File: src/cpc_pkg.sv
package cpc_pkg;

    // ************************************************************
    // register map (byte addresses, one word each)
    // ************************************************************
    localparam logic [7:0] A_CTRL = 8'h00;
    localparam logic [7:0] A_STATUS = 8'h04;
    localparam logic [7:0] A_PDATA = 8'h08;
    localparam logic [7:0] A_RDATA = 8'h0C;
    localparam logic [7:0] A_REPORT = 8'h10;
    localparam logic [7:0] A_PCOUNT = 8'h14;

    // control word bit positions
    localparam int C_START = 0;
    localparam int C_PUNCH = 1;
    localparam int C_READ = 2;
    localparam int C_IMAGE = 3;
    localparam int C_SORT = 4;
    localparam int C_REJ = 5;
    localparam int C_RESUME = 6;

    // card geometry and reset values
    localparam logic [6:0] COLS = 7'h50;
    localparam logic [6:0] EJECT_MIN = 7'h1C;
    localparam logic [6:0] PCOUNT_RST = 7'h50;

    // ************************************************************
    // timing
    // ************************************************************
    localparam int CLK_NS = 50;
    localparam int PUNCH_CYCLE_NS = 16_600_000;
    localparam int PUNCH_CYCLE_CYC = PUNCH_CYCLE_NS / CLK_NS;
    localparam int REQ_LIMIT_NS = 400_000;
    localparam int REQ_LIMIT_CYC = REQ_LIMIT_NS / CLK_NS;

    // ************************************************************
    // carriers
    // ************************************************************
    typedef struct packed {
        logic rej;
        logic sort;
        logic image;
        logic read;
        logic punch;
    } cpc_cmd_s;

    typedef struct packed {
        logic [11:0] odd;
        logic [11:0] even;
    } cpc_cols_s;

    typedef struct packed {
        logic stop;
        logic intv;
        logic crej;
        logic rej;
        logic rd_ovr;
        logic ovr;
        logic chk;
        logic done;
    } cpc_report_s;

    typedef enum logic [3:0] {
        S_IDLE = 4'h0,
        S_REGS = 4'h1,
        S_REQ = 4'h2,
        S_FIRE = 4'h3,
        S_PACE = 4'h4,
        S_EJECT = 4'h5,
        S_FEED = 4'h6,
        S_DONE = 4'h7
    } cpc_state_e;

endpackage

File: src/cpc_card_punch_control.sv
// Design decisions made here: the register offsets and the APB slave port.
`timescale 1ns/1ps
module cpc_card_punch_control #(
    parameter int P_PUNCH_CYC = cpc_pkg::PUNCH_CYCLE_CYC,
    parameter int P_REQ_CYC = cpc_pkg::REQ_LIMIT_CYC,
    parameter logic [6:0] P_COLS = cpc_pkg::COLS
) (
    input wire logic i_mclk, // 20 MHz clock
    input wire logic i_sys_rst, // sync reset, high
    input wire logic i_psel, // apb select
    input wire logic i_penable, // apb enable
    input wire logic i_pwrite, // apb write
    input wire logic [7:0] i_paddr, // apb byte address
    input wire logic [31:0] i_pwdata, // apb write data
    output logic [31:0] o_prdata, // apb read data
    output logic o_pready, // apb ready
    output logic o_pslverr, // apb error on unmapped
    output cpc_pkg::cpc_cols_s o_punch, // punch magnet pattern
    output logic o_punch_fire, // punch stroke pulse
    input wire logic [11:0] i_chk_odd, // odd column echo
    input wire logic [11:0] i_chk_even, // even column echo
    output logic o_register_card, // register at cols 1-2
    output logic o_advance, // two-column step pulse
    output logic o_eject, // eject card pulse
    output logic o_reject_gate, // reject stacker select
    output logic o_feed, // hopper pick pulse
    output logic o_read_feed, // feed through read station
    input wire logic i_rd_strobe, // read column strobe
    input wire logic [11:0] i_rd_col, // read column rows
    input wire logic i_primary_full, // primary stacker full
    input wire logic i_reject_full, // reject stacker full
    input wire logic i_misposition, // follower block wrong
    input wire logic i_manual_feed // operator feed switch
);

    // ************************************************************
    // bus decode
    // ************************************************************
    cpc_pkg::cpc_state_e state;
    cpc_pkg::cpc_cmd_s cmd;
    cpc_pkg::cpc_cmd_s cmd_in;
    cpc_pkg::cpc_report_s report;
    logic acc, wr, rd, go, resume, wr_pdata, pop, rd_report;
    logic [6:0] pcount;
    logic [6:0] eject_lim;
    logic [6:0] cols_next;
    logic [5:0] pos;
    logic [2:0] bcnt;
    logic [2:0] need;
    logic [19:0] pace_cnt;
    logic [12:0] req_cnt;
    logic pace_done, tmo, need_data, pdreq, sens_bad;
    logic chk_err, ovr, intv, crej, stopped, card_ready, report_valid;
    logic rd_active, rd_ovr, rd_fin, rd_start, rd_take;
    logic [6:0] rcol;
    logic [11:0] rd_hold;
    logic [1:0] rd_left;
    logic [7:0] rd_byte;

    function automatic logic hit(input logic [7:0] a);
        hit = (a == cpc_pkg::A_CTRL) || (a == cpc_pkg::A_STATUS) ||
              (a == cpc_pkg::A_PDATA) || (a == cpc_pkg::A_RDATA) ||
              (a == cpc_pkg::A_REPORT) || (a == cpc_pkg::A_PCOUNT);
    endfunction

    // translate mode: byte lands in the low rows, top rows unpunched
    function automatic logic [11:0] xlate(input logic [7:0] b);
        xlate = {4'h0, b};
    endfunction

    // access phase strobes; zero wait states
    assign acc = i_psel & i_penable;
    assign wr = acc & i_pwrite;
    assign rd = acc & ~i_pwrite;
    assign o_pready = 1'b1;
    assign o_pslverr = acc & ~hit(i_paddr);
    assign go = wr && i_paddr == cpc_pkg::A_CTRL && i_pwdata[cpc_pkg::C_START];
    assign resume = wr && i_paddr == cpc_pkg::A_CTRL && i_pwdata[cpc_pkg::C_RESUME];
    assign wr_pdata = wr && i_paddr == cpc_pkg::A_PDATA && pdreq;
    assign pop = rd && i_paddr == cpc_pkg::A_RDATA && rd_left != 2'h0;
    assign rd_report = rd && i_paddr == cpc_pkg::A_REPORT;

    // command fields as written with the start bit
    assign cmd_in = '{rej: i_pwdata[cpc_pkg::C_REJ], sort: i_pwdata[cpc_pkg::C_SORT],
                      image: i_pwdata[cpc_pkg::C_IMAGE], read: i_pwdata[cpc_pkg::C_READ],
                      punch: i_pwdata[cpc_pkg::C_PUNCH]};

    // any sensor that would spill cards stops punching before it starts
    assign sens_bad = i_primary_full | i_reject_full | i_misposition;

    // ************************************************************
    // punch sequencing terms
    // ************************************************************
    // short cards still travel 28 columns so the pinch roll can take them
    assign eject_lim = (pcount < cpc_pkg::EJECT_MIN) ? cpc_pkg::EJECT_MIN : pcount;
    assign cols_next = {pos, 1'b0} + 7'h02;
    assign need = cmd.image ? 3'h4 : 3'h2;
    assign need_data = ({pos, 1'b0} < pcount) && !ovr;
    // request only after the previous pair has been struck and cleared
    assign pdreq = (state == cpc_pkg::S_REQ) && need_data && (bcnt < need);
    assign pace_done = pace_cnt == 20'(P_PUNCH_CYC - 1);
    assign tmo = req_cnt == 13'(P_REQ_CYC - 1);

    // ************************************************************
    // apb registers
    // ************************************************************
    // read data is registered in the setup cycle, so it is stable in access
    always_ff @(posedge i_mclk) begin
        if (i_sys_rst) begin
            o_prdata <= 32'h0000_0000;
        end else if (i_psel && !i_penable && !i_pwrite) begin
            unique case (i_paddr)
                cpc_pkg::A_CTRL: o_prdata <= {27'h0000000, cmd};
                cpc_pkg::A_STATUS: o_prdata <= {10'h000, pos, 7'h00, i_misposition,
                    i_reject_full, i_primary_full, card_ready, report_valid,
                    rd_left != 2'h0, pdreq, stopped, state != cpc_pkg::S_IDLE};
                cpc_pkg::A_RDATA: o_prdata <= {24'h000000, rd_byte};
                cpc_pkg::A_REPORT: o_prdata <= {24'h000000, report};
                cpc_pkg::A_PCOUNT: o_prdata <= {25'h0000000, pcount};
                default: o_prdata <= 32'h0000_0000;
            endcase
        end
    end

    // punch column count, forced even and clamped to the card
    always_ff @(posedge i_mclk) begin
        if (i_sys_rst) begin
            pcount <= cpc_pkg::PCOUNT_RST;
        end else if (wr && i_paddr == cpc_pkg::A_PCOUNT) begin
            if ({i_pwdata[6:1], 1'b0} > P_COLS) begin
                pcount <= P_COLS;
            end else begin
                pcount <= {i_pwdata[6:1], 1'b0};
            end
        end
    end

    // ************************************************************
    // punch buffers
    // ************************************************************
    // odd and even buffers hold still from fire to end of the cycle
    always_ff @(posedge i_mclk) begin
        if (i_sys_rst) begin
            o_punch <= '0;
            bcnt <= 3'h0;
        end else if (state == cpc_pkg::S_PACE && pace_done) begin
            o_punch <= '0;
            bcnt <= 3'h0;
        end else if (wr_pdata) begin
            bcnt <= bcnt + 3'h1;
            if (cmd.image) begin
                // bits map one to one onto rows, top two bits dropped
                unique case (bcnt[1:0])
                    2'h0: o_punch.odd[11:6] <= i_pwdata[5:0];
                    2'h1: o_punch.odd[5:0] <= i_pwdata[5:0];
                    2'h2: o_punch.even[11:6] <= i_pwdata[5:0];
                    2'h3: o_punch.even[5:0] <= i_pwdata[5:0];
                endcase
            end else if (bcnt == 3'h0) begin
                o_punch.odd <= xlate(i_pwdata[7:0]);
            end else begin
                o_punch.even <= xlate(i_pwdata[7:0]);
            end
        end
    end

    // ************************************************************
    // timers
    // ************************************************************
    // pace timer spans the stroke and the step that follows it
    always_ff @(posedge i_mclk) begin
        if (i_sys_rst || state != cpc_pkg::S_PACE) begin
            pace_cnt <= 20'h00000;
        end else if (!pace_done) begin
            pace_cnt <= pace_cnt + 20'h00001;
        end
    end

    // data wait limit; a late channel ends punch data for this card
    // each accepted byte restarts the wait, so the limit applies per request
    always_ff @(posedge i_mclk) begin
        if (i_sys_rst || state != cpc_pkg::S_REQ || !pdreq || wr_pdata) begin
            req_cnt <= 13'h0000;
        end else if (!tmo) begin
            req_cnt <= req_cnt + 13'h0001;
        end
    end

    // ************************************************************
    // main sequencer
    // ************************************************************
    assign rd_start = state == cpc_pkg::S_IDLE && go && !stopped && cmd_in.read &&
                      !(cmd_in.punch && (sens_bad || !card_ready));

    always_ff @(posedge i_mclk) begin
        if (i_sys_rst) begin
            state <= cpc_pkg::S_IDLE;
            cmd <= '0;
            pos <= 6'h00;
            chk_err <= 1'b0;
            ovr <= 1'b0;
            intv <= 1'b0;
            crej <= 1'b0;
            stopped <= 1'b0;
            card_ready <= 1'b0;
            report <= '0;
            report_valid <= 1'b0;
            o_register_card <= 1'b0;
            o_advance <= 1'b0;
            o_punch_fire <= 1'b0;
            o_eject <= 1'b0;
            o_reject_gate <= 1'b0;
            o_feed <= 1'b0;
        end else begin
            o_register_card <= 1'b0;
            o_advance <= 1'b0;
            o_punch_fire <= 1'b0;
            o_eject <= 1'b0;
            o_feed <= 1'b0;
            if (rd_report) begin
                report_valid <= 1'b0;
            end
            if (resume) begin
                stopped <= 1'b0;
            end
            unique case (state)
                cpc_pkg::S_IDLE: begin
                    // priming: one card per press, only into an empty station
                    if (stopped && i_manual_feed && !card_ready) begin
                        o_feed <= 1'b1;
                        card_ready <= 1'b1;
                    end else if (go && !stopped) begin
                        cmd <= cmd_in;
                        chk_err <= 1'b0;
                        ovr <= 1'b0;
                        intv <= 1'b0;
                        crej <= 1'b0;
                        if (!cmd_in.punch && !cmd_in.read) begin
                            crej <= 1'b1;
                            state <= cpc_pkg::S_DONE;
                        end else if (cmd_in.punch && (sens_bad || !card_ready)) begin
                            intv <= 1'b1;
                            state <= cpc_pkg::S_DONE;
                        end else if (cmd_in.punch) begin
                            state <= cpc_pkg::S_REGS;
                        end else begin
                            state <= cpc_pkg::S_DONE;
                        end
                    end
                end
                cpc_pkg::S_REGS: begin
                    o_register_card <= 1'b1;
                    o_reject_gate <= 1'b0;
                    card_ready <= 1'b0;
                    pos <= 6'h00;
                    state <= cpc_pkg::S_REQ;
                end
                cpc_pkg::S_REQ: begin
                    if (!need_data || bcnt == need) begin
                        state <= cpc_pkg::S_FIRE;
                    end else if (tmo) begin
                        ovr <= 1'b1;
                        state <= cpc_pkg::S_FIRE;
                    end
                end
                cpc_pkg::S_FIRE: begin
                    o_punch_fire <= 1'b1;
                    state <= cpc_pkg::S_PACE;
                end
                cpc_pkg::S_PACE: begin
                    if (pace_done) begin
                        // echo must match the pattern for both columns
                        if ({i_chk_odd, i_chk_even} != o_punch) begin
                            chk_err <= 1'b1;
                        end
                        pos <= pos + 6'h01;
                        if (cols_next >= eject_lim) begin
                            state <= cpc_pkg::S_EJECT;
                        end else begin
                            o_advance <= 1'b1;
                            state <= cpc_pkg::S_REQ;
                        end
                    end
                end
                cpc_pkg::S_EJECT: begin
                    o_eject <= 1'b1;
                    o_reject_gate <= cmd.rej || (cmd.sort && (chk_err || ovr));
                    // the read path brings the next card when reading
                    state <= cmd.read ? cpc_pkg::S_DONE : cpc_pkg::S_FEED;
                end
                cpc_pkg::S_FEED: begin
                    o_feed <= 1'b1;
                    card_ready <= 1'b1;
                    state <= cpc_pkg::S_DONE;
                end
                cpc_pkg::S_DONE: begin
                    // status waits for the read card to clear the station
                    if (!rd_active) begin
                        report <= '{stop: (chk_err || ovr || rd_ovr) && !cmd.sort || intv,
                                    intv: intv, crej: crej,
                                    rej: cmd.rej || (cmd.sort && (chk_err || ovr)),
                                    rd_ovr: rd_ovr, ovr: ovr, chk: chk_err,
                                    done: 1'b1};
                        report_valid <= 1'b1;
                        if (((chk_err || ovr || rd_ovr) && !cmd.sort) || intv) begin
                            stopped <= 1'b1;
                        end
                        state <= cpc_pkg::S_IDLE;
                    end
                end
                default: state <= cpc_pkg::S_IDLE;
            endcase
            // a read card reaching the wait station wins over the clear
            if (rd_fin) begin
                card_ready <= 1'b1;
            end
        end
    end

    // ************************************************************
    // read station path
    // ************************************************************
    assign rd_fin = i_rd_strobe && rd_active && rcol == P_COLS - 7'h01;
    // a column is taken only when the last one has gone out
    assign rd_take = rd_left == 2'h0 || (rd_left == 2'h1 && pop);
    always_comb begin
        rd_byte = 8'h00;
        if (!cmd.image) begin
            rd_byte = rd_hold[7:0];
        end else if (rd_left == 2'h2) begin
            rd_byte = {2'h0, rd_hold[11:6]};
        end else if (rd_left == 2'h1) begin
            rd_byte = {2'h0, rd_hold[5:0]};
        end
    end

    always_ff @(posedge i_mclk) begin
        if (i_sys_rst) begin
            rd_active <= 1'b0;
            rd_ovr <= 1'b0;
            rcol <= 7'h00;
            rd_hold <= 12'h000;
            rd_left <= 2'h0;
            o_read_feed <= 1'b0;
        end else begin
            o_read_feed <= rd_start;
            if (rd_start) begin
                rd_active <= 1'b1;
                rd_ovr <= 1'b0;
                rcol <= 7'h00;
            end else if (i_rd_strobe && rd_active) begin
                rcol <= rcol + 7'h01;
                if (rd_fin) begin
                    rd_active <= 1'b0;
                end
                if (!rd_ovr && rd_take) begin
                    rd_hold <= i_rd_col;
                    rd_left <= cmd.image ? 2'h2 : 2'h1;
                end else begin
                    rd_ovr <= 1'b1;
                    if (pop) begin
                        rd_left <= rd_left - 2'h1;
                    end
                end
            end else if (pop) begin
                rd_left <= rd_left - 2'h1;
            end
        end
    end

    // ************************************************************
    // checks
    // ************************************************************
    logic [19:0] gap;
    always_ff @(posedge i_mclk) begin
        if (i_sys_rst || o_punch_fire) begin
            gap <= 20'h00000;
        end else if (gap != 20'hFFFFF) begin
            gap <= gap + 20'h00001;
        end
    end

    a_pace_gap: assert property (@(posedge i_mclk) disable iff (i_sys_rst)
        o_punch_fire && pos != 6'h00 |-> gap >= 20'(P_PUNCH_CYC - 1))
        else $error("punch strokes closer than the punch cycle");
    a_req_commit: assert property (@(posedge i_mclk) disable iff (i_sys_rst)
        o_punch_fire |-> !pdreq [*2])
        else $error("data request raised before pair was struck");
    a_image_upper: assert property (@(posedge i_mclk) disable iff (i_sys_rst)
        wr_pdata && cmd.image && bcnt == 3'h0 |=> o_punch.odd[11:6] == $past(i_pwdata[5:0]))
        else $error("image byte 0 not on upper half");
    a_image_lower: assert property (@(posedge i_mclk) disable iff (i_sys_rst)
        wr_pdata && cmd.image && bcnt == 3'h1 |=> o_punch.odd[5:0] == $past(i_pwdata[5:0]))
        else $error("image byte 1 not on lower half");
    a_reject_pick: assert property (@(posedge i_mclk) disable iff (i_sys_rst)
        o_eject |-> o_reject_gate == (cmd.rej || (cmd.sort && (chk_err || ovr))))
        else $error("wrong stacker chosen at eject");
    a_stop_error: assert property (@(posedge i_mclk) disable iff (i_sys_rst)
        state == cpc_pkg::S_DONE && !rd_active && chk_err && !cmd.sort |=> stopped)
        else $error("error without sort did not stop");
    a_sensor_block: assert property (@(posedge i_mclk) disable iff (i_sys_rst)
        state == cpc_pkg::S_IDLE && go && !stopped && cmd_in.punch && sens_bad
        |=> state == cpc_pkg::S_DONE ##1 report.intv)
        else $error("punch started with a blocking sensor");
    a_read_pad: assert property (@(posedge i_mclk) disable iff (i_sys_rst)
        rd_left != 2'h0 && cmd.image |-> rd_byte[7:6] == 2'h0)
        else $error("image read byte not zero padded");
    a_feed_once: assert property (@(posedge i_mclk) disable iff (i_sys_rst)
        o_feed |=> !o_feed ##1 card_ready)
        else $error("manual feed picked more than one card");
    a_status_end: assert property (@(posedge i_mclk) disable iff (i_sys_rst)
        state == cpc_pkg::S_DONE && !rd_active |=> report_valid && report.done)
        else $error("no status at command end");
    a_register_first: assert property (@(posedge i_mclk) disable iff (i_sys_rst)
        o_register_card |-> pos == 6'h00 && state == cpc_pkg::S_REQ)
        else $error("card not registered at first columns");

endmodule

File: config.mk
export PLATFORM = sky130hd
export DESIGN_NAME = cpc_card_punch_control
export DESIGN_NICKNAME = d
export VERILOG_FILES = /design/src/cpc_pkg.sv /design/src/cpc_card_punch_control.sv
export SDC_FILE = /design/constraint.sdc
export NUM_CORES = 1
export LEC_CHECK = 0
export BUFFER_PORTS_ARGS = -buffer_cell sky130_fd_sc_hd__buf_2
export CAP_MARGIN = 40
export CORE_MARGIN = 2
export CORE_UTILIZATION = 60
export DETAILED_ROUTE_END_ITERATION = 10
export GPL_TIMING_DRIVEN = 0
export PLACE_DENSITY_LB_ADDON = 0.2
export SYNTH_ARGS = -nofsm -noshare
export SYNTH_HDL_FRONTEND = slang
export SYNTH_SLANG_ARGS = --single-unit
File: constraint.sdc
create_clock -name i_mclk -period 6.18 [get_ports i_mclk]
set_clock_uncertainty 0.1 [all_clocks]
set_input_delay 0.309 -clock i_mclk [delete_from_list [all_inputs] [get_ports i_mclk]]
set_output_delay 0.309 -clock i_mclk [all_outputs]
set_load 0.01 [all_outputs]
== Yosys cells after proc, flatten, opt, wreduce, memory -nomap -nowiden ==
Cells that the tools add are included.

* Add/subtract/negate cells: 7
* $mul: 0
* Divide/modulo/power cells: 0
* Order comparisons: 5
* Eq/ne operators: 38
* Shift-type cells: 0
* Mux-type cells: 63
* Bitwise logic cells: 14
* Reductions and logical operators: 90

{| class="wikitable"
|+ Operators by type and width
! operator !! number
|-
| $pmux W22 S5 || 1
|-
| $mux W6 || 7
|-
| $pmux W4 S8 || 1
|-
| $logic_and A1 B1 Y1 || 30
|-
| $mux W1 || 27
|-
| $mux W12 || 2
|-
| $mux W24 || 1
|-
| $mux W4 || 6
|-
| $ne A24 B24 Y1 || 1
|-
| $add A20 B1 Y20 const B || 1
|-
| $eq A20 B19 Y1 const B || 1
|-
| $reduce_and A3 Y1 || 6
|-
| $eq A4 B3 Y1 const B || 4
|-
| $eq A8 B4 Y1 const B || 2
|-
| $eq A8 B5 Y1 const B || 2
|-
| $logic_or A1 B1 Y1 || 16
|-
| $reduce_bool A2 Y1 || 8
|-
| $mux W3 || 5
|-
| $reduce_and A5 Y1 || 3
|-
| $mux W7 || 2
|-
| $add A13 B1 Y13 const B || 1
|-
| $eq A13 B13 Y1 const B || 1
|-
| $logic_not A1 Y1 || 12
|-
| $ne A2 B1 Y1 const B || 6
|-
| 37 further kinds || 71
|}

* Flip-flop bits (word level): 159
* Latch bits: 0
* Memory bits (writable): 0
* Memory bits (read-only): 0
* Input port bits: 86
* Output and inout bits: 65
* Word-level logic and storage cells: 260
* Memories kept: 0

== Longest topological paths before layout ==
Gate-level depths: netlist of run 1.

* Depth in word-level cells: 10
* Gate-level depth with buffers: 9
* Gate-level depth less buffers: 9

== Worst setup path after synthesis of run 1 ==
No wires, ideal clock.

* Kind: register to register
* Start point: register pos[0]
* End point: register state[2]
* Setup time: 0.136 ns
* Data arrival time: 2.186 ns
* Required time: 5.944 ns
* Setup slack: 3.758 ns
* Cell stages (with the launch flop): 10
* Buffers on the path: 0
* Period minus slack after synthesis: 2.422 ns
* Path through: dfxtp_1 > nand3_1 > and2_1 > or2_2 > ha_1 > a211o_1 > a21oi_1 > o211ai_1 > a221oi_1 > o32ai_1

* Longest elaborated chain between the ends: 6
* Elaborated cells on any way between the ends: 12
* Classes of those cells: add/sub: 1; order compare: 2; eq/ne: 1; mux: 4; reduce/logical: 4

{| class="wikitable"
|+ Ends and longest elaborated chain
! element !! line !! source
|-
| start, declared || cpc_card_punch_control.sv:47 || <nowiki>logic [5:0] pos;</nowiki>
|-
| start signal, assigned || cpc_card_punch_control.sv:276 || <nowiki>pos <= pos + 6'h01;</nowiki>
|-
| branches (longest 6 deep; another with $add A7 B2 Y7) || n/a ||
|-
| end signal, assigned || cpc_card_punch_control.sv:256 || <nowiki>state <= cpc_pkg::S_REQ;</nowiki>
|-
| end signal, assigned || cpc_card_punch_control.sv:260 || <nowiki>state <= cpc_pkg::S_FIRE;</nowiki>
|-
| end signal, assigned || cpc_card_punch_control.sv:263 || <nowiki>state <= cpc_pkg::S_FIRE;</nowiki>
|-
| end, declared || cpc_card_punch_control.sv:39 || <nowiki>cpc_pkg::cpc_state_e state;</nowiki>
|}

Parallel ways; which one is timed is not known. The select of a mux whose other input is x is not followed.
A chain may end at the register's enable or synchronous reset.

== Worst setup path after layout of run 1 ==
* Start point: register cmd[2] (netlist name)
* End point: register req_cnt[5]

* Longest elaborated chain between the ends: 6
* Elaborated cells on any way between the ends: 7
* Classes of those cells: order compare: 1; mux: 1; reduce/logical: 5

{| class="wikitable"
|+ Ends and longest elaborated chain
! element !! line !! source
|-
| start, declared || cpc_card_punch_control.sv:40 || <nowiki>cpc_pkg::cpc_cmd_s cmd;</nowiki>
|-
| start signal, assigned || cpc_card_punch_control.sv:233 || <nowiki>cmd <= cmd_in;</nowiki>
|-
| $mux W3 * || cpc_card_punch_control.sv:97 || <nowiki>assign need = cmd.image ? 3'h4 : 3'h2;</nowiki>
|-
| $lt A3 B3 Y1 * || cpc_card_punch_control.sv:100 || <nowiki>assign pdreq = (state == cpc_pkg::S_REQ) && need_data && (bcnt < need);</nowiki>
|-
| $logic_and A1 B1 Y1 * || cpc_card_punch_control.sv:100 ||
|-
| $logic_not A1 Y1 || cpc_card_punch_control.sv:182 || <nowiki>if (i_sys_rst || state != cpc_pkg::S_REQ || !pdreq || wr_pdata) begin</nowiki>
|-
| $logic_or A1 B1 Y1 || cpc_card_punch_control.sv:182 ||
|-
| $logic_or A1 B1 Y1 * || cpc_card_punch_control.sv:182 ||
|-
| end signal, assigned || cpc_card_punch_control.sv:185 || <nowiki>req_cnt <= req_cnt + 13'h0001;</nowiki>
|-
| end, declared || cpc_card_punch_control.sv:51 || <nowiki>logic [12:0] req_cnt;</nowiki>
|}

Mark *: on every way between the ends. The rest lies on a longest branch, timed or not.

==> summary.md, run 1 <==
| Metric | Value |
|---|---|
| Die ar. | 0.0130 sq mm |
| Drt via density | 6.05 |
| Die width | 114 um |
| Source of the worst register-to-register timing path | cmd[2]$_SDFFE_PP0P_ |
| Asr flop ratio synth | 0 |
| CTS resizes | 0 |
| CP endpoint kind | flop |
| Critical Path Fanout Max | 10 |
| Yosys top cell by area | dfxtp_1 |
| Final setup vio count | 0 |
| DRC violations left | 0 |
| Avg Inst Size Synth | 8.29 sq um |
| Clock power share | 0.446 |
| Initial antenna violation count | 0 |
| Outcome | complete, no violations |
| Critical path startpoint | cmd[2]$_SDFFE_PP0P_ |
| Min-Delay Path Depth | 3 |
| Global-route wire length before repair | 31300 um |
| Core ar. | 0.0119 sq mm |
| EDFF count, synth | 0 |
| Critical path arrival | 3590 ps |
| Power Dens Cells | 263 mW/mm^2 |
| Final nets | 1127 |
| Placement row count | 40 |
| Max Fclk | 0.300 GHz |
| Peak supply drop | 0.232 mV |
| Maxcap violations | 0 |
| CP required | 6440 ps |
| Post-synth top flop | dfxtp_1 |
| Yosys warns | 0 |
| Bufs on Longest Clock Path | 2 |
| Vias in the first global route | 6389 |
| Initial Util | 0.610 |
| Drt initial violations | 824 |
| Place WS | 2930 ps |
| Antenna fix cells | 0 |
| HP Class | primary input to flop |
| Gr usage total | 0.304 |
| Mapped Area | 0.00726 sq mm |
| Ports | 151 |
| Area after DPL | 0.00804 sq mm |
| Actual slew at the worst max-slew pin | 952 ps |
| Fin worst setup slack | 2850 ps |
| CP Class | flop to flop |
| Die height | 114 um |
| H-tree depth | 4 |
| Detail Placement HPWL | 14400 um |
| Sequential-to-total area share from yosys stat | 0.386 |
| Sw frac | 0.269 |
| Share of cells above drive strength 1 | 0.175 |
| Via Count | 7119 |
| Count leader, synth | dfxtp_1 |
| Sw power | 0.610 mW |
| Clock buffer count from CTS | 17 |
| Hold buffers post-CTS | 0 |
| #FFs+latches synth | 140 |
| Gate Count Post-Synth | 876 |
| R2R Setup Slk | 2850 ps |
| Setup_tns | 0 ps |
| Min-Delay Endpoint | rd_hold[3]$_SDFFE_PP0P_ |
| Finished Cell Area | 0.00862 sq mm |
| R2R Path End | req_cnt[5]$_SDFFE_PP0N_ |
| Clock latency on the worst-skew pair | 430 ps |
| Grt ovf | 0 |
| Largest cells by area after synthesis | dfxtp_1 39%, xor2_1 5.7%, a21oi_1 5.4% |
| Wire per inst | 16.9 um |
| CTS tree | built |
| Post-CTS Setup Repair Bufs | 0 |
| RD Place Congestion | 0.933 |
| Final slew viol count | 0 |
| DR pass1 iterations | 6 |
| P_leak | 3.49 nW |
| Largest net degree at the start of global routing | 17 |
| Crit start category | flop |
| Logic pwr share | 0.140 |
| Final Hold Viols | 0 |
| Routed Antenna Nets | 0 |
| Tot Pwr | 2.27 mW |
| Worst slew margin | 0.362 |
| Synth top cells by count | 140 x dfxtp_1, 90 x nor2_1, 79 x a21oi_1 |
| Worst-path clk slew | 60 ps |
| Utilization after layout | 0.723 |
| Share of the synthesized area in the top cell type | 0.386 |
| Area Overhead vs Synth | 18.7% |
| Unrepaired setup endpoints after global routing | no |
| IO buf count | 105 |
| R2R depth | 8 |
| Synth cell types | 76 |
| Clock sinks | 140 |
| Post-route minimum period | 3330 ps |
| Root buffer selected by CTS | clkbuf_16 |
| Hold path start | i_rd_col[3] |
| Total internal power | 1.66 mW |
| Routed wire length | 19900 um |
| Part of the power in registers | 0.415 |
| Tcrit/Tclk final | 0.539 |
layer usage:
metal / GRT usage / part of all wire
met2: 0.478 / 0.44
met3: 0.0638 / 0.098
met4: 0.139 / 0.030
met5: 0 / 0
met1: 0.403 / 0.43
worst max path at each step:
stage	end	slack, ps	depth (start not counted)
after floorplan	state[2]$_SDFFE_PP0P_	3760	9
after global placement	req_cnt[4]$_SDFFE_PP0N_	2970	8
after detailed placement	req_cnt[8]$_SDFFE_PP0N_	2930	8
after CTS	req_cnt[8]$_SDFFE_PP0N_	2900	8
after global routing	req_cnt[8]$_SDFFE_PP0N_	2630	8
final	req_cnt[5]$_SDFFE_PP0N_	2850	8
power groups by stage:
stage	Clock, mW	Sequential, mW	Combinational [mW]
2_1_floorplan	0	0.956	0.202
3_3_place_gp	0	0.958	0.300
3_5_place_dp	0	0.958	0.304
4_1_cts	1.01	0.939	0.307
5_1_grt	1.05	0.942	0.339
6_report	1.01	0.940	0.317
cell families after synthesis:
logic type               share of synthesized area
AND/OR/NAND/NOR                              0.239
AO/OA/AOI/OAI                                0.176
flip-flops                                   0.386
buffers and inverters                       0.0606
XOR/XNOR                                    0.0736
adder cells (fa/ha/maj)                     0.0414
multiplexers                                0.0227
other                                      0.00103
flip-flops by register name (all words and copies together) (netlist names), 2 cells and up:
name and count:
o_punch 24, pace_cnt 20, o_prdata 15, req_cnt 13
rd_hold 12, report 8, rcol 7, pcount 6
pos 6, cmd 5, bcnt 3, state 3
rd_left 2
cell usage in the layout, fill, tap and decap left out, types with 4 or more instances in the layout:
cell,instances
buf_4,19
o21ai_0,51
nor4_1,12
and3_1,9
nand4_1,27
mux2_2,4
clkbuf_16,17
and4_1,6
a21o_1,4
buf_2,112
conb_1,18
inv_1,25
clkbuf_8,6
a211oi_1,8
o211ai_1,5
dfxtp_1,140
mux2i_1,12
nand3_1,57
a22o_1,5
nor2_1,90
nand2_1,75
nor3_1,27
a21oi_1,79
clkbuf_1,32
xnor2_1,14
and2_1,5
ha_1,24
a22oi_1,11
or3_1,5
nand2b_1,7
xor2_1,47
worst max-delay path: stages, from the launching register on:
cell and delay, ps:
dfxtp_1 320, clkbuf_1 420, inv_1 270, ha_1 370, a21o_1 220, a211oi_1 800
nand3_1 290, clkbuf_1 300, nor2_1 160
final cells by class:
cell class	count	area [sq um]
Multi-Input combinational cell	667	4080
Fill cell	953	3290
Sequential cell	140	2800
Timing Repair Buffer	106	531
Clock buffer	25	495
Buffer	60	347
Tap cell	147	184
Inverter	25	93.8
Clock inverter	6	85.1
per-stage QoR:
step,instances,hold WS [ps]
2_1_floorplan,892,332
5_1_grt,1176,35.4
3_5_place_dp,1145,346
4_1_cts,1176,29.0
3_3_place_gp,1144,341
6_report,1176,32.9
Power figures use the tool's default switching activity.
==> run 2: changes to the inputs <==
- CORE_UTILIZATION: 60 -> 55
- clock period: 6.18 -> 3.41 ns (I/O delays scaled with it)
==> run 2 against run 1 <==
Global-route usage fell by 1.6 points. Sequential share of layout area fell by 0.92 points. Via count fell by 1.2%. Critical path depth did not move. Routed wire length is 1.7% higher. Sequential power up 82%. Non-clock buffer count up 18. Cell count is 3.7% higher. Register-to-register slack got worse by 2500 ps. Fmax grew 10%. Clock-buffer cell count decreased by 5. Highest routed layer unchanged.
==> summary.md, run 2 (synthesis results as in run 1) <==
| Metric | Value |
|---|---|
| Die ar. | 0.0141 sq mm (+8.8%) |
| H-tree depth | 4 (unchanged) |
| Drt via density | 5.76 (-4.8%) |
| Biggest registers after layout | o_punch x24, pace_cnt x20, o_prdata x15 |
| R2R Path End | req_cnt[12]$_SDFFE_PP0N_ |
| Clock sinks | 140 (unchanged) |
| Maxcap violations | 0 (unchanged) |
| Worst slew margin | 0.417 (+0.0554) |
| P_leak | 3.58 nW (+2.8%) |
| Routed Antenna Nets | 0 (unchanged) |
| Area Overhead vs Synth | 22.1% |
| Via Count | 7033 (-1.2%) |
| Fin Hold WS | 30.6 ps (-2.36 ps) |
| Slowest stage delay, CP | 520 ps (-280 ps) |
| Bufs on Longest Clock Path | 2 (unchanged) |
| Min-Delay Endpoint | o_feed$_SDFF_PP0_ |
| Critical Path Fanout Max | 10 (unchanged) |
| Unrepaired setup endpoints after global routing | no |
| Wire per inst | 16.6 um (-2.0%) |
| Crit-path most repeated cell | clkbuf_1 |
| Max Fclk | 0.332 GHz (+10%) |
| Final nets | 1145 (+1.6%) |
| CTS tree | built |
| Detail Placement HPWL | 14700 um (+2.2%) |
| Storage element area | 0.00280 sq mm (unchanged) |
| Die height | 119 um (+4.3%) |
| Final setup vio count | 0 (unchanged) |
| Initial antenna violation count | 0 (unchanged) |
| Crit start category | flop |
| IO buf count | 105 (unchanged) |
| Power Dens Cells | 472 mW/mm^2 (+79%) |
| Antenna fix cells | 0 (unchanged) |
| DRC violations left | 0 (unchanged) |
| Worst-path clk slew | 60 ps (about the same) |
| Initial Util | 0.569 (-0.0411) |
| Tcrit/Tclk final | 0.884 (+0.346) |
| Finished Cell Area | 0.00887 sq mm (+2.9%) |
| Actual slew at the worst max-slew pin | 868 ps (-84.0 ps) |
| HP Class | primary input to flop |
| Fillcell total | 1061 (+11%) |
| RD Place Congestion | 0.923 (-1.1%) |
| Routed wire length | 20200 um (+1.7%) |
| Post-CTS Setup Repair Bufs | 0 (unchanged) |
| Outcome | complete, no violations |
| Critical path arrival | 3270 ps (-320 ps) |
| Peak supply drop | 0.350 mV (+51%) |
| Ports | 151 (unchanged) |
| Commonest non-fill, non-tap cell in the layout | dfxtp_1 |
| Area after DPL | 0.00806 sq mm (+0.33%) |
| Global-route wire length before repair | 32800 um (+5.0%) |
| Clock buffer count from CTS | 17 (unchanged) |
| Die width | 119 um (+4.3%) |
| Placement row count | 41 (+2.5%) |
| Footprint of the multi-input gates | 0.00408 sq mm (+0.12%) |
| R2R Setup Slk | 390 ps (-2460 ps) |
| Min-Delay Path Depth | 3 (unchanged) |
| CP Cell Sequence | clkbuf_1 -> inv_1 -> ha_1 -> a21o_1 -> a211oi_2 -> nand3_1 -> clkbuf_1 -> nor2_1 |
| Setup_tns | 0 ps (unchanged) |
| Post-route minimum period | 3020 ps (-313 ps) |
| Final Hold Viols | 0 (unchanged) |
| CP Class | flop to flop |
| Core ar. | 0.0128 sq mm (+7.2%) |
| CP required | 3670 ps (-2770 ps) |
| DR pass1 iterations | 5 (-1) |
| Most flop-heavy register | o_punch |
| R2R depth | 8 (unchanged) |
| Clock latency on the worst-skew pair | 420 ps (about the same) |
| Grt ovf | 0 (unchanged) |
| Root buffer selected by CTS | clkbuf_16 |
| Share of cells above drive strength 1 | 0.177 (+0.00160) |
| Source of the worst register-to-register timing path | cmd[2]$_SDFFE_PP0P_ |
| Max FFs per register | 24 (unchanged) |
| Worst path slowest cell | a211oi_2 |
| Hold path start | i_manual_feed |
| Vias in the first global route | 6497 (+1.7%) |
| Drt initial violations | 654 (-21%) |
| Final slew viol count | 0 (unchanged) |
| Largest net degree at the start of global routing | 17 (unchanged) |
| Highest-count cells in the layout ignoring fill and taps | 140 x dfxtp_1, 111 x buf_2, 90 x nor2_1 |
| Gr usage total | 0.288 (-0.0159) |
| CP endpoint kind | flop |
## run 2: area by class of cell
class                   count  share of cell area
multi-input cells         667               0.460
flip-flops and latches    140               0.316
repair buffers            124              0.0807
clock buffers              20              0.0526
plain buffers              60              0.0391
well taps                 172              0.0243
clock inverters            12              0.0162
inverters                  25              0.0106
## run 2: where the power goes
part	switching, mW	internal, mW
registers	0.0381	1.67
logic	0.374	0.200
clock network	0.706	1.20
total	1.12	3.07
## run 2: worst max path at each step
stage	from	cells after the start	slack (ps)	to
finish	cmd[2]$_SDFFE_PP0P_	8	390	req_cnt[12]$_SDFFE_PP0N_
global route	cmd[2]$_SDFFE_PP0P_	8	180	req_cnt[3]$_SDFFE_PP0N_
CTS	cmd[2]$_SDFFE_PP0P_	8	100	req_cnt[12]$_SDFFE_PP0N_
detailed placement	cmd[2]$_SDFFE_PP0P_	8	180	req_cnt[5]$_SDFFE_PP0N_
global placement	cmd[2]$_SDFFE_PP0P_	8	180	req_cnt[12]$_SDFFE_PP0N_
floorplan	pos[0]$_SDFFE_PP0P_	9	990	state[2]$_SDFFE_PP0P_
## run 2: routing by layer
metal	vias up	global-route usage	wire [um]
li1	3432	-	-
met1	3277	0.391	9040
met2	279	0.455	9380
met3	45	0.0637	1370
met4	0	0.0938	413
met5	-	0	0
## run 2: worst max-delay path, delay by kind of cell (launching register included)
family / cells / cell delay, ps
compound gates: 2 / 730
buf+inv: 3 / 980
simple gates: 2 / 450
fa+ha+maj: 1 / 380
flops: 1 / 320
## run 2: what timing repair did
item,CTS,global route
resized for setup,0,1
endpoints found under the hold margin,25,0
hold buffers,19,0
setup endpoints to repair,0,10
## run 2: metrics by stage
stage	power [mW]	instances	utilization	setup WS [ps]
after floorplan	2.10	892	-	988
after global placement	2.28	1169	0.631	177
after detailed placement	2.28	1169	0.631	180
after CTS	4.18	1220	0.694	97.8
after global routing	4.33	1220	0.694	177
final	4.19	1220	0.694	394
